## src/logic/scan_tap_defs.svh

```systemverilog
// Constants for the boundary-scan test port: codes, widths, fixed values
`ifndef SCAN_TAP_DEFS_SVH
`define SCAN_TAP_DEFS_SVH
// Instruction register width and codes
`define IR_W          3
`define IR_EXTEST     3'h0
`define IR_IDCODE     3'h1
`define IR_SAMPLE_Z   3'h2
`define IR_SAMPLE     3'h4
`define IR_BYPASS     3'h7
// Capture-IR pattern in the two low bits
`define IR_CAPTURE    3'h1
// Data register widths
`define ID_W          32
`define BSR_W         71
// Identification value, arbitrary neutral value, low bit marks presence
`define ID_VALUE      32'h1234_5679
// Reset value of the bypass bit
`define BYP_RESET     1'h0
// High mode-select rises that reach test-logic-reset from any state
`define TMS_RESET_LEN 3'h5
`endif

```

## src/logic/scan_tap_pkg.sv

```systemverilog
// Types for the boundary-scan test port
package scan_tap_pkg;
	// Sixteen controller states, one-hot
	typedef enum logic [15:0]
	{
		ST_RESET   = 16'h0001,
		ST_IDLE    = 16'h0002,
		ST_SEL_DR  = 16'h0004,
		ST_CAP_DR  = 16'h0008,
		ST_SH_DR   = 16'h0010,
		ST_EX1_DR  = 16'h0020,
		ST_PAU_DR  = 16'h0040,
		ST_EX2_DR  = 16'h0080,
		ST_UPD_DR  = 16'h0100,
		ST_SEL_IR  = 16'h0200,
		ST_CAP_IR  = 16'h0400,
		ST_SH_IR   = 16'h0800,
		ST_EX1_IR  = 16'h1000,
		ST_PAU_IR  = 16'h2000,
		ST_EX2_IR  = 16'h4000,
		ST_UPD_IR  = 16'h8000
	} tap_state_t;
endpackage

```

## src/logic/sram_scan_tap.sv

```systemverilog
// Boundary-scan test port of the SRAM: instruction, bypass, ID and boundary chains
//
// Behaviour
// - One-bit bypass register, cleared under bypass
// - Capture-DR loads ring, Shift-DR shifts it
// - One bit per ball, TDI at MSB
// - Identification captures hardwired 32-bit value
// - Three-bit instruction, three codes reserved
// - Instruction applied only at Update-IR
// - All-zero code samples and forces high impedance
// - Identification preset at power-up and reset
// - Sample-Z shifts boundary chain, outputs high impedance
// - Sample/preload snapshots balls, SRAM undisturbed
// - Update-DR under sample/preload does nothing
// - No core drive, no buffer preload
// - State advances on test clock rise
// - Bypass shortens chain to one bit
// - Decode the five functional codes, three reserved
// - Capture-IR loads 01 into low bits
// - Five high mode-select rises reset port
// - Sample rising, drive falling, TDO only shifting
`include "scan_tap_defs.svh"
module sram_scan_tap
	import scan_tap_pkg::*;
(
	// System clock and reset
	input  wire logic                 ref_clk,
	input  wire logic                 nrst,
	// Test port pins
	input  wire logic                 tck,
	input  wire logic                 tms,
	input  wire logic                 tdi,
	output logic                      tdo,
	output logic                      tdo_oe_n,
	// Levels on the SRAM input and bidirectional balls
	input  wire logic [`BSR_W-1:0]    ring_in,
	// Force all SRAM outputs to high impedance
	output logic                      sram_hiz
);
	import scan_tap_pkg::*;

	// Synchronisers for the pins
	logic [1:0]            tck_sync_ff;  // Test clock, two stages
	logic [1:0]            tms_sync_ff;  // Mode select
	logic [1:0]            tdi_sync_ff;  // Serial in
	logic                  tck_old_ff;   // Previous synced clock
	logic                  rise;         // Test clock rise event
	logic                  fall;         // Test clock fall event
	logic [1:0]            nxt_tck_sync; // Next synchroniser stages
	logic [1:0]            nxt_tms_sync;
	logic [1:0]            nxt_tdi_sync;
	logic                  nxt_tck_old;

	// Chains and controls
	tap_state_t            state;        // Controller state
	logic [`IR_W-1:0]      ir_sh_ff;     // Instruction shift stage
	logic [`IR_W-1:0]      nxt_ir_sh;
	logic [`IR_W-1:0]      ir_ff;        // Active instruction
	logic [`IR_W-1:0]      nxt_ir;
	logic                  byp_ff;       // Bypass bit
	logic                  nxt_byp;
	logic [`ID_W-1:0]      id_ff;        // Identification chain
	logic [`ID_W-1:0]      nxt_id;
	logic [`BSR_W-1:0]     bsr_ff;       // Boundary chain
	logic [`BSR_W-1:0]     nxt_bsr;
	logic                  tdo_ff;       // Serial out
	logic                  nxt_tdo;
	logic                  oe_n_ff;      // Serial out enable, low drives
	logic                  nxt_oe_n;
	logic                  hiz_ff;       // Output high-impedance force
	logic                  nxt_hiz;

	// Chain selected by an instruction
	function automatic logic [1:0] sel_chain(input logic [`IR_W-1:0] code);
		case (code)
			`IR_IDCODE:   sel_chain = 2'h1;
			`IR_EXTEST,
			`IR_SAMPLE_Z,
			`IR_SAMPLE:   sel_chain = 2'h2;
			default:      sel_chain = 2'h0; // Bypass and reserved
		endcase
	endfunction

	// Instruction forces SRAM outputs off
	function automatic logic forces_hiz(input logic [`IR_W-1:0] code);
		forces_hiz = (code == `IR_EXTEST) || (code == `IR_SAMPLE_Z);
	endfunction

	// Next synchroniser stages; only the second stage feeds the edge finder
	always_comb
	begin
		nxt_tck_sync = {tck_sync_ff[0], tck};
		nxt_tms_sync = {tms_sync_ff[0], tms};
		nxt_tdi_sync = {tdi_sync_ff[0], tdi};
		nxt_tck_old  = tck_sync_ff[1];
	end

	// Pin synchronisers and edge finder
	always_ff @(posedge ref_clk or negedge nrst)
	begin
		if (!nrst)
		begin
			tck_sync_ff <= 2'h0;
			tms_sync_ff <= 2'h3;
			tdi_sync_ff <= 2'h3;
			tck_old_ff  <= 1'h0;
		end
		else
		begin
			tck_sync_ff <= nxt_tck_sync;
			tms_sync_ff <= nxt_tms_sync;
			tdi_sync_ff <= nxt_tdi_sync;
			tck_old_ff  <= nxt_tck_old;
		end
	end

	// Edges seen from the second stage only
	assign rise = tck_sync_ff[1] & ~tck_old_ff;
	assign fall = ~tck_sync_ff[1] & tck_old_ff;

	// Controller
	tap_fsm tap_fsm_i
	(
		.ref_clk  (ref_clk),
		.nrst     (nrst),
		.rise     (rise),
		.mode_sel (tms_sync_ff[1]),
		.state    (state)
	);

	// Instruction path
	always_comb
	begin
		nxt_ir_sh = ir_sh_ff;
		nxt_ir    = ir_ff;
		if (state == ST_RESET)
		begin
			nxt_ir    = `IR_IDCODE;
			nxt_ir_sh = `IR_IDCODE;
		end
		else if (rise)
		begin
			case (state)
				ST_CAP_IR: nxt_ir_sh = `IR_CAPTURE;
				ST_SH_IR:  nxt_ir_sh = {tdi_sync_ff[1], ir_sh_ff[`IR_W-1:1]};
				ST_UPD_IR: nxt_ir    = ir_sh_ff;
				default:   nxt_ir_sh = ir_sh_ff;
			endcase
		end
	end

	// Data chains, capture and shift on test clock rises
	always_comb
	begin
		nxt_byp = byp_ff;
		nxt_id  = id_ff;
		nxt_bsr = bsr_ff;
		if (rise)
		begin
			case (state)
				ST_CAP_DR:
				begin
					case (sel_chain(ir_ff))
						2'h1:    nxt_id  = `ID_VALUE;
						2'h2:    nxt_bsr = ring_in;
						default: nxt_byp = `BYP_RESET;
					endcase
				end
				ST_SH_DR:
				begin
					case (sel_chain(ir_ff))
						2'h1:    nxt_id  = {tdi_sync_ff[1], id_ff[`ID_W-1:1]};
						2'h2:    nxt_bsr = {tdi_sync_ff[1], bsr_ff[`BSR_W-1:1]};
						default: nxt_byp = tdi_sync_ff[1];
					endcase
				end
				// Update-DR preloads nothing, same as Pause-DR
				default: nxt_byp = byp_ff;
			endcase
		end
	end

	// Serial out, moved on test clock falls, driven only while shifting
	always_comb
	begin
		nxt_tdo  = tdo_ff;
		nxt_oe_n = oe_n_ff;
		if (fall)
		begin
			nxt_oe_n = 1'h1;
			if (state == ST_SH_IR)
			begin
				nxt_tdo  = ir_sh_ff[0];
				nxt_oe_n = 1'h0;
			end
			else if (state == ST_SH_DR)
			begin
				nxt_oe_n = 1'h0;
				case (sel_chain(ir_ff))
					2'h1:    nxt_tdo = id_ff[0];
					2'h2:    nxt_tdo = bsr_ff[0];
					default: nxt_tdo = byp_ff;
				endcase
			end
		end
		if (state == ST_RESET)
			nxt_oe_n = 1'h1;
	end

	// High-impedance force follows the active instruction
	always_comb
	begin
		nxt_hiz = forces_hiz(ir_ff);
	end

	// Registers
	always_ff @(posedge ref_clk or negedge nrst)
	begin
		if (!nrst)
		begin
			ir_sh_ff <= `IR_IDCODE;
			ir_ff    <= `IR_IDCODE;
			byp_ff   <= `BYP_RESET;
			id_ff    <= '0;
			bsr_ff   <= '0;
			tdo_ff   <= 1'h0;
			oe_n_ff  <= 1'h1;
			hiz_ff   <= 1'h0;
		end
		else
		begin
			ir_sh_ff <= nxt_ir_sh;
			ir_ff    <= nxt_ir;
			byp_ff   <= nxt_byp;
			id_ff    <= nxt_id;
			bsr_ff   <= nxt_bsr;
			tdo_ff   <= nxt_tdo;
			oe_n_ff  <= nxt_oe_n;
			hiz_ff   <= nxt_hiz;
		end
	end

	assign tdo      = tdo_ff;
	assign tdo_oe_n = oe_n_ff;
	assign sram_hiz = hiz_ff;

	// Checks
	a_ir_reset_id: assert property (@(posedge ref_clk) disable iff (!nrst)
		state == ST_RESET |=> ir_ff == `IR_IDCODE)
		else $error("instruction not preset to identification");
	a_ir_update_only: assert property (@(posedge ref_clk) disable iff (!nrst)
		(ir_ff != $past(ir_ff)) |-> ($past(state) == ST_UPD_IR || $past(state) == ST_RESET))
		else $error("instruction changed outside update");
	a_cap_ir_pattern: assert property (@(posedge ref_clk) disable iff (!nrst)
		(rise && state == ST_CAP_IR) |=> ir_sh_ff[1:0] == 2'h1)
		else $error("capture pattern wrong");
	a_id_capture: assert property (@(posedge ref_clk) disable iff (!nrst)
		(rise && state == ST_CAP_DR && ir_ff == `IR_IDCODE) |=> id_ff == `ID_VALUE)
		else $error("identification not captured");
	a_bsr_capture: assert property (@(posedge ref_clk) disable iff (!nrst)
		(rise && state == ST_CAP_DR && sel_chain(ir_ff) == 2'h2)
		|=> bsr_ff == $past(ring_in))
		else $error("boundary capture wrong");
	a_byp_clear: assert property (@(posedge ref_clk) disable iff (!nrst)
		(rise && state == ST_CAP_DR && ir_ff == `IR_BYPASS) |=> byp_ff == 1'h0)
		else $error("bypass not cleared");
	a_hiz_codes: assert property (@(posedge ref_clk) disable iff (!nrst)
		##1 sram_hiz == ($past(ir_ff) == `IR_EXTEST || $past(ir_ff) == `IR_SAMPLE_Z))
		else $error("high-impedance force wrong");
	a_upd_dr_idle: assert property (@(posedge ref_clk) disable iff (!nrst)
		(state == ST_UPD_DR) |=> $stable(bsr_ff) && $stable(sram_hiz))
		else $error("update changed boundary chain");
	a_tdo_idle_off: assert property (@(posedge ref_clk) disable iff (!nrst)
		(fall && state != ST_SH_DR && state != ST_SH_IR) |=> tdo_oe_n)
		else $error("serial out driven outside shift");

	// Shift and update checks, one serial step each
	a_tdo_shift_on: assert property (@(posedge ref_clk) disable iff (!nrst)
		(fall && (state == ST_SH_DR || state == ST_SH_IR)) |=> !tdo_oe_n)
		else $error("serial out not driven while shifting");
	a_ir_shift_in: assert property (@(posedge ref_clk) disable iff (!nrst)
		(rise && state == ST_SH_IR) |=> ir_sh_ff == {$past(tdi_sync_ff[1]), $past(ir_sh_ff[2:1])})
		else $error("instruction shift wrong");
	a_ir_apply: assert property (@(posedge ref_clk) disable iff (!nrst)
		(rise && state == ST_UPD_IR) |=> ir_ff == $past(ir_sh_ff))
		else $error("instruction not applied at update");
	a_byp_shift: assert property (@(posedge ref_clk) disable iff (!nrst)
		(rise && state == ST_SH_DR && sel_chain(ir_ff) == 2'h0) |=> byp_ff == $past(tdi_sync_ff[1]))
		else $error("bypass bit shift wrong");
	a_bsr_shift: assert property (@(posedge ref_clk) disable iff (!nrst)
		(rise && state == ST_SH_DR && sel_chain(ir_ff) == 2'h2)
		|=> bsr_ff == {$past(tdi_sync_ff[1]), $past(bsr_ff[`BSR_W-1:1])})
		else $error("boundary chain shift wrong");
	a_id_shift: assert property (@(posedge ref_clk) disable iff (!nrst)
		(rise && state == ST_SH_DR && sel_chain(ir_ff) == 2'h1) |=> id_ff[`ID_W-1] == $past(tdi_sync_ff[1]))
		else $error("identification shift wrong");
	a_tdo_bsr_lsb: assert property (@(posedge ref_clk) disable iff (!nrst)
		(fall && state == ST_SH_DR && sel_chain(ir_ff) == 2'h2) |=> tdo == $past(bsr_ff[0]))
		else $error("boundary chain not leaving at its low end");
endmodule

```

## src/logic/tap_fsm.sv

```systemverilog
// Sixteen-state test port controller, advanced on test clock rise events
`include "scan_tap_defs.svh"
module tap_fsm
	import scan_tap_pkg::*;
(
	// Clock and reset
	input  wire logic                    ref_clk,
	input  wire logic                    nrst,
	// Synchronised test inputs
	input  wire logic                    rise,
	input  wire logic                    mode_sel,
	// Controller state
	output scan_tap_pkg::tap_state_t     state
);
	import scan_tap_pkg::*;

	tap_state_t state_ff;    // Current state
	tap_state_t nxt_state;   // Next state
	logic [2:0] hi_cnt_ff;   // Run of high mode-select rises, saturating
	logic [2:0] nxt_hi_cnt;  // Next run length

	// Next-state decode, moves only on a test clock rise
	always_comb
	begin
		nxt_state = state_ff;
		if (rise)
		begin
			case (state_ff)
				ST_RESET:  nxt_state = mode_sel ? ST_RESET  : ST_IDLE;
				ST_IDLE:   nxt_state = mode_sel ? ST_SEL_DR : ST_IDLE;
				ST_SEL_DR: nxt_state = mode_sel ? ST_SEL_IR : ST_CAP_DR;
				ST_CAP_DR: nxt_state = mode_sel ? ST_EX1_DR : ST_SH_DR;
				ST_SH_DR:  nxt_state = mode_sel ? ST_EX1_DR : ST_SH_DR;
				ST_EX1_DR: nxt_state = mode_sel ? ST_UPD_DR : ST_PAU_DR;
				ST_PAU_DR: nxt_state = mode_sel ? ST_EX2_DR : ST_PAU_DR;
				ST_EX2_DR: nxt_state = mode_sel ? ST_UPD_DR : ST_SH_DR;
				ST_UPD_DR: nxt_state = mode_sel ? ST_SEL_DR : ST_IDLE;
				ST_SEL_IR: nxt_state = mode_sel ? ST_RESET  : ST_CAP_IR;
				ST_CAP_IR: nxt_state = mode_sel ? ST_EX1_IR : ST_SH_IR;
				ST_SH_IR:  nxt_state = mode_sel ? ST_EX1_IR : ST_SH_IR;
				ST_EX1_IR: nxt_state = mode_sel ? ST_UPD_IR : ST_PAU_IR;
				ST_PAU_IR: nxt_state = mode_sel ? ST_EX2_IR : ST_PAU_IR;
				ST_EX2_IR: nxt_state = mode_sel ? ST_UPD_IR : ST_SH_IR;
				ST_UPD_IR: nxt_state = mode_sel ? ST_SEL_DR : ST_IDLE;
				default:   nxt_state = ST_RESET;
			endcase
		end
	end

	// State register, reset on power-up
	always_ff @(posedge ref_clk or negedge nrst)
	begin
		if (!nrst)
			state_ff <= ST_RESET;
		else
			state_ff <= nxt_state;
	end

	assign state = state_ff;

	// Helper run counter for the reset check, cleared by any low rise
	always_comb
	begin
		nxt_hi_cnt = hi_cnt_ff;
		if (rise)
		begin
			if (!mode_sel)
				nxt_hi_cnt = 3'h0;
			else if (hi_cnt_ff != `TMS_RESET_LEN)
				nxt_hi_cnt = hi_cnt_ff + 3'h1;
		end
	end

	// Run counter register
	always_ff @(posedge ref_clk or negedge nrst)
	begin
		if (!nrst)
			hi_cnt_ff <= 3'h0;
		else
			hi_cnt_ff <= nxt_hi_cnt;
	end

	// Five high mode-select rises reach reset from anywhere
	a_five_tms_reset: assert property (@(posedge ref_clk) disable iff (!nrst)
		(hi_cnt_ff == `TMS_RESET_LEN) |-> state_ff == ST_RESET)
		else $error("reset walk broken");
	a_reset_hold: assert property (@(posedge ref_clk) disable iff (!nrst)
		(state_ff == ST_RESET && rise && mode_sel) |=> state_ff == ST_RESET)
		else $error("left reset with mode select high");
	a_onehot_state: assert property (@(posedge ref_clk) disable iff (!nrst)
		$onehot(state_ff))
		else $error("state not one-hot");
endmodule

```

## config.mk

```make
export PLATFORM = sky130hd
export DESIGN_NAME = sram_scan_tap
export DESIGN_NICKNAME = d
export VERILOG_FILES = /design/src/logic/scan_tap_pkg.sv /design/src/logic/sram_scan_tap.sv /design/src/logic/tap_fsm.sv
export VERILOG_INCLUDE_DIRS = /design/src /design/src/logic
export SDC_FILE = /design/constraint.sdc
export NUM_CORES = 1
export LEC_CHECK = 0
export BUFFER_PORTS_ARGS = -buffer_cell sky130_fd_sc_hd__buf_2
export CAP_MARGIN = 20
export CORE_UTILIZATION = 25
export CTS_CLUSTER_DIAMETER = 100
export DETAILED_ROUTE_END_ITERATION = 12
export PLACE_DENSITY = 0.39
export SLEW_MARGIN = 20
export SYNTH_ARGS = -nofsm -noshare
export SYNTH_HDL_FRONTEND = slang
export SYNTH_SLANG_ARGS = --single-unit
```

## constraint.sdc

```tcl
create_clock -name ref_clk -period 2.9 [get_ports ref_clk]
set_input_delay 0.145 -clock ref_clk [delete_from_list [all_inputs] [get_ports ref_clk]]
set_output_delay 0.145 -clock ref_clk [all_outputs]
set_load 0.01 [all_outputs]
```

# Yosys cells after proc, flatten, opt, wreduce, memory -nomap -nowiden
# Index checks and enable logic that the tools add are counted.
totals:
  regBits: 136
  latch_bits: 0
  ram_bits: 0
  rom_bits: 0
  out_inout_bits: 3
  wordCells: 110
  memories: 0
classes:
  add_sub_neg: 0
  multipliers: 0
  n_div: 0
  magnitude_cmp: 0
  n_eq_ne: 31
  n_shift: 0
  mux: 42
  n_bitwise: 4
  reduce_logical: 20
op_table:
  columns: ["op", "count"]
  rows:
  - ["one-hot mux 16 bit (12 select lines)", 1]
  - ["two-way mux 71 bit", 2]
  - ["one-hot mux 71 bit (2 select lines)", 1]
  - ["two-way mux 32 bit", 2]
  - ["one-hot mux 32 bit (2 select lines)", 1]
  - ["two-way mux 16 bit", 2]
  - ["two-way mux 3 bit", 6]
  - ["two-way mux 9 bit", 2]
  - ["== test 16 x 1 -> 1 bit, second input constant", 1]
  - ["== test 16 x 10 -> 1 bit, second input constant", 1]
  - ["== test 16 x 11 -> 1 bit, second input constant", 1]
  - ["== test 16 x 12 -> 1 bit, second input constant", 1]
  - ["== test 16 x 13 -> 1 bit, second input constant", 1]
  - ["== test 16 x 14 -> 1 bit, second input constant", 1]
  - ["== test 16 x 15 -> 1 bit, second input constant", 1]
  - ["== test 16 bit, second input constant", 1]
  - ["== test 16 x 2 -> 1 bit, second input constant", 1]
  - ["== test 16 x 3 -> 1 bit, second input constant", 1]
  - ["== test 16 x 4 -> 1 bit, second input constant", 1]
  - ["== test 16 x 5 -> 1 bit, second input constant", 1]
  - ["== test 16 x 6 -> 1 bit, second input constant", 1]
  - ["== test 16 x 7 -> 1 bit, second input constant", 1]
  - ["== test 16 x 8 -> 1 bit, second input constant", 1]
  - ["== test 16 x 9 -> 1 bit, second input constant", 1]
  - ["other kinds (28)", 64]

# Depth between registers and ports, before layout
depth:
  word_depth: 10
  ltp_mapped: 9

# Cells and area by module
# A second synthesis with hierarchy kept.
unflattened:
  cells_unflattened: 565
  area_unflattened_um2: 6946.7
modules_own_cells:
  columns: ["mod", "instances", "cells_per_inst", "area_per_inst_um2"]
  rows:
  - ["sram_scan_tap", 1, 435, 5856.9]
  - ["tap_fsm", 1, 130, 1089.8]

# Worst setup path after synthesis
# Ideal clock, no wire load.
synth_path:
  path_kind: "reg2reg"
  start: "register tap_fsm_i.state_ff[5] (netlist: tap_fsm_i.state[5])"
  end: "register bsr_ff[37]"
  setup_ps: 122
  arrival_ps: 1999
  slack_ps: 779
  stages_incl_launch_ff: 9
  n_path_buf: 3
  cell_sequence: "dfrtp_1 buf_6 or4_4 nor4_4 nand4_4 buf_6 buf_6 nand2_1 o21ai_1"
synth_via:
  elab_chain_cells: 3
  elab_cells_between_ends: 7
  classes_between: "eq/ne: 4; mux: 1; reduce/logical: 2"
synth_rtl:
  columns: ["element", "line_no", "source"]
  rows:
  - ["start, declared", "tap_fsm.sv:17", "tap_state_t state_ff;"]
  - ["start signal, assigned", "tap_fsm.sv:56", "state_ff <= nxt_state;"]
  - ["== test 16 x 4 -> 1 bit or == test 16 x 5 -> 1 bit (tied branches)", "sram_scan_tap.sv:160", "case (state)"]
  - ["!= test 2 bit (no line) (tied with other cells)", null, null]
  - ["AND reduction 4 bit (no line)", null, null]
  - ["end signal, assigned", "sram_scan_tap.sv:236", "bsr_ff <= nxt_bsr;"]
  - ["end, declared", "sram_scan_tap.sv:64", "logic [`BSR_W-1:0] bsr_ff;"]
# Several ways; a longest one is shown, not always the timed one.
# A chain may end at the register's enable or synchronous reset.

# Final worst setup path
layout_path:
  start: "register tap_fsm_i.state_ff[12] (netlist: tap_fsm_i.state[12])"
  end: "register tdo_ff (netlist: tdo)"
layout_via:
  elab_chain_cells: 3
  elab_cells_between_ends: 5
  classes_between: "eq/ne: 2; mux: 1; reduce/logical: 2"
layout_rtl:
  columns: ["element", "line_no", "source"]
  rows:
  - ["== test 16 x 12 -> 1 bit or == test 16 x 5 -> 1 bit (tied branches)", "sram_scan_tap.sv:191, sram_scan_tap.sv:196", null]
  - ["nonzero test 2 bit (no line)", null, null]
  - ["AND reduction 2 bit (no line)", null, null]
  - ["end signal, assigned", "sram_scan_tap.sv:237", "tdo_ff <= nxt_tdo;"]
  - ["end, declared", "sram_scan_tap.sv:66", "logic tdo_ff;"]
# Several ways; a longest one is shown, not always the timed one.

==> metrics.md <==
| Metric | Value |
|---|---|
| Max Freq | `0.4141 GHz` |
| I/O pin count | `79` |
| Setup bufs post-CTS | `0` |
| Worst setup EP type | `flop` |
| Layout cells sized above 1 | `0.1974` |
| Largest net degree at the start of global routing | `143` |
| Cell Count, Final, Fillers Out | `1090` |
| Run status | `finished, final reports clean` |
| WL per Instance | `13.44 um` |
| Sequential element share of the synthesized area | `0.5295` |
| CTS tree | `built` |
| Clock Sinks | `136` |
| Clock transition at the registers of the reported paths | `0.06 ns` |
| Synth cell count leaders | `nand2_1 (134), dfrtp_1 (128), mux2i_1 (75), o21ai_1 (63), nor2_1 (35)` |
| Drt total wl | `14650 um` |
| H-Tree Level Count | `4` |
| Post-synthesis cell count | `642` |
| Unrepaired setup endpoints after global routing | `false` |
| Setup total negative slack | `0 ns` |
| #FFs+latches synth | `136` |
| DR pass1 iterations | `5` |
| Power per cell area | `578.6 mW/mm^2` |
| Post-Synth XOR/XNOR Area | `0.01087` |
| Post-synthesis compound-gate area fraction | `0.1017` |
| Yosys Warn Count | `0` |
| Skew-Pair Late Insertion Delay | `0.42 ns` |
| Final worst-path cycle share | `0.8328` |
| Ys flop type | `dfrtp_1` |
| Max rail drop VDD | `0.3281 mV` |
| Die H | `162.6 um` |
| Post-synth cell types | `51` |
| Placed cell count | `1011` |
| Placer congestion estimate | `0.8224` |
| Post-synth EDFFs | `0` |
| Final hold viol count | `0` |
| Ys async rst share | `1.000` |
| Arr. time, crit path | `2.70 ns` |
| Row count | `58` |
| Hold Path Class | `in -> reg` |
| Post-layout util | `0.3212` |
| Post-Syn Nets | `720` |
| Dominant cell type by area after synthesis | `dfrtp_1` |
| Routed Antenna Nets | `0` |
| Core footprint | `0.02525 sq mm` |
| Setup CP Type | `reg -> reg` |
| Worst EP required | `3.19 ns` |
| Synth top area cells | `dfrtp_1 (50%), mux2i_1 (12%), nand2_1 (7.8%), o21ai_1 (4.9%), dfstp_2 (3.3%)` |
| Final Skew | `0.01147 ns` |
| Synth Area in Simple Gates | `0.1891` |
| Root buf cell | `clkbuf_16` |
| DR vias | `4908` |
| Final Max Tran Viols | `0` |
| DRC Markers | `0` |
| Nets | `826` |
| # diodes | `0` |
| Layout area overhead | `25.83%` |
| Syn Std Cell Area | `0.006446 sq mm` |
| Leak pwr | `4.130 nW` |
| Vias in the first global route | `4866` |
| Initial Utilization | `0.2553` |
| Slew HR | `0.5067` |
| Initial antenna violation count | `0` |
| Max Cap Viol | `0` |
| IO buf count | `78` |
| CTS Buf Count | `17` |
| Die ar. | `0.02643 sq mm` |
| Mapped Avg Cell Area | `10.04 sq um` |
| Grt total ovfl | `0` |
| Most frequent cell after synthesis | `nand2_1` |
| Slew @ Worst Pin | `0.7332 ns` |
| Hpwl dp | `9516 um` |
| Mux cell area share after synthesis | `0.1165` |
| Critical path peak fanout | `9` |
| Startpoint types | `flop` |
| Synth top area share | `0.4969` |
| Die X | `162.6 um` |
| Clock Path Buffers | `2` |
| Via density | `4.503` |
| First-pass GRT wire length | `24920 um` |
| DRC marker count from the first detailed-route iteration | `254` |
| Largest family of logic cells by synthesized area | `simple AND/OR/NAND/NOR gates` |
| Area share of fa/ha/maj cells after synthesis | `0.003882` |
| Total GRT Usage | `0.1190` |
| Minimum clock period | `2.415 ns` |
| Final setup fails | `0` |
==> critical path: stages (launching register included) <==
cell and delay (ns):
dfrtp_1 0.46, nor4_1 0.68, and4_1 0.53, a21boi_0 0.29
o21ai_0 0.20, o21ai_0 0.11
==> registers in the layout, indices dropped and copies added (netlist names) <==
| signal | flops |
|---|---|
| ir_ff | 3 |
| sram_hiz | 1 |
| tdi_sync_ff | 2 |
| ir_sh_ff | 3 |
| tck_sync_ff | 2 |
| byp_ff | 1 |
| tck_old_ff | 1 |
| tdo | 1 |
| tms_sync_ff | 2 |
| bsr_ff | 71 |
| tap_fsm_i.state | 16 |
| tdo_oe_n | 1 |
| id_ff | 32 |
==> final timing paths <==
kind / from / end / slack [ns] / cells after the start
max: tap_fsm_i.state[12] / tdo / 0.48 / 5
min: ring_in[6] / bsr_ff[6] / 0.01 / 3
max reg2reg: tap_fsm_i.state[12] / tdo / 0.48 / 5
min reg2reg: tck_sync_ff[0] / tck_sync_ff[1] / 0.35 / 0
max in group asynchronous: nrst / bsr_ff[1] / 1.83 / 3
min in group asynchronous: nrst / id_ff[12] / 0.25 / 2
==> metrics by stage <==
stage | power, mW | setup slack (ns) | instance area [sq um] | hold WS [ns]
3_5_place_dp | 2.604 | 0.5659 | 7071 | 0.1489
4_1_cts | 4.770 | 0.5312 | 8112 | 0.0006374
2_1_floorplan | 2.403 | 0.7790 | 6446 | -0.1506
6_report | 4.694 | 0.4850 | 8112 | 0.01360
3_3_place_gp | 2.598 | 0.5881 | 7071 | 0.1338
5_1_grt | 4.941 | 0.2198 | 8112 | 0.001320
==> area by class of cell <==
type / count / area [sq um]
clock inverter: 13 / 121.4
timing repair buffer: 137 / 997.2
tap: 330 / 412.9
multi-input combinational: 454 / 2720
fill: 2640 / 17140
inverter: 2 / 7.507
clock buffer: 18 / 439.2
sequential: 136 / 3413
==> layout by cell type (no fill, tap or decap), types with 8 or more instances in the layout <==
cell and n:
nand2_1 134, dlygate4sd3_1 48, buf_2 77, dfrtp_1 128, buf_4 8, o21ai_2 9
clkbuf_16 17, o21ai_0 18, mux2i_1 75, nand3_1 24, nor3_1 19, o21ai_1 63
nor4_1 8, dfstp_2 8, nor2_1 35
==> repair_timing <==
item | 4_1_cts | 5_1_grt
gates resized for setup | 0 | 0
hold buffers | 48 | 0
hold endpoints to repair | 92 | 0
==> routing by layer <==
layer  wire length (um)  share of wire  global-route usage
met1               7106           0.48              0.1605
met2               6705           0.46              0.1789
met3                601          0.041             0.03183
met4                240          0.016             0.05013
met5                  0              0                   0
==> logic make-up (layout without fill, tap and decap cells) <==
group | Yosys count | count (layout)
adder cells (fa/ha/maj) | 2 | 2
buffers and inverters | 52 | 170
XOR/XNOR | 8 | 8
AND/OR/NAND/NOR | 256 | 256
flip-flops | 136 | 136
multiplexers | 75 | 75
AO/OA/AOI/OAI | 113 | 113
==> power breakdown <==
group	internal, mW	leakage (nW)	switching (mW)	total [mW]
Sequential	1.98	1.49	0.0746	2.05
Combinational	0.254	2.38	0.310	0.564
Clock	1.20	0.262	0.872	2.08
(Power assumes the default switching activity.)
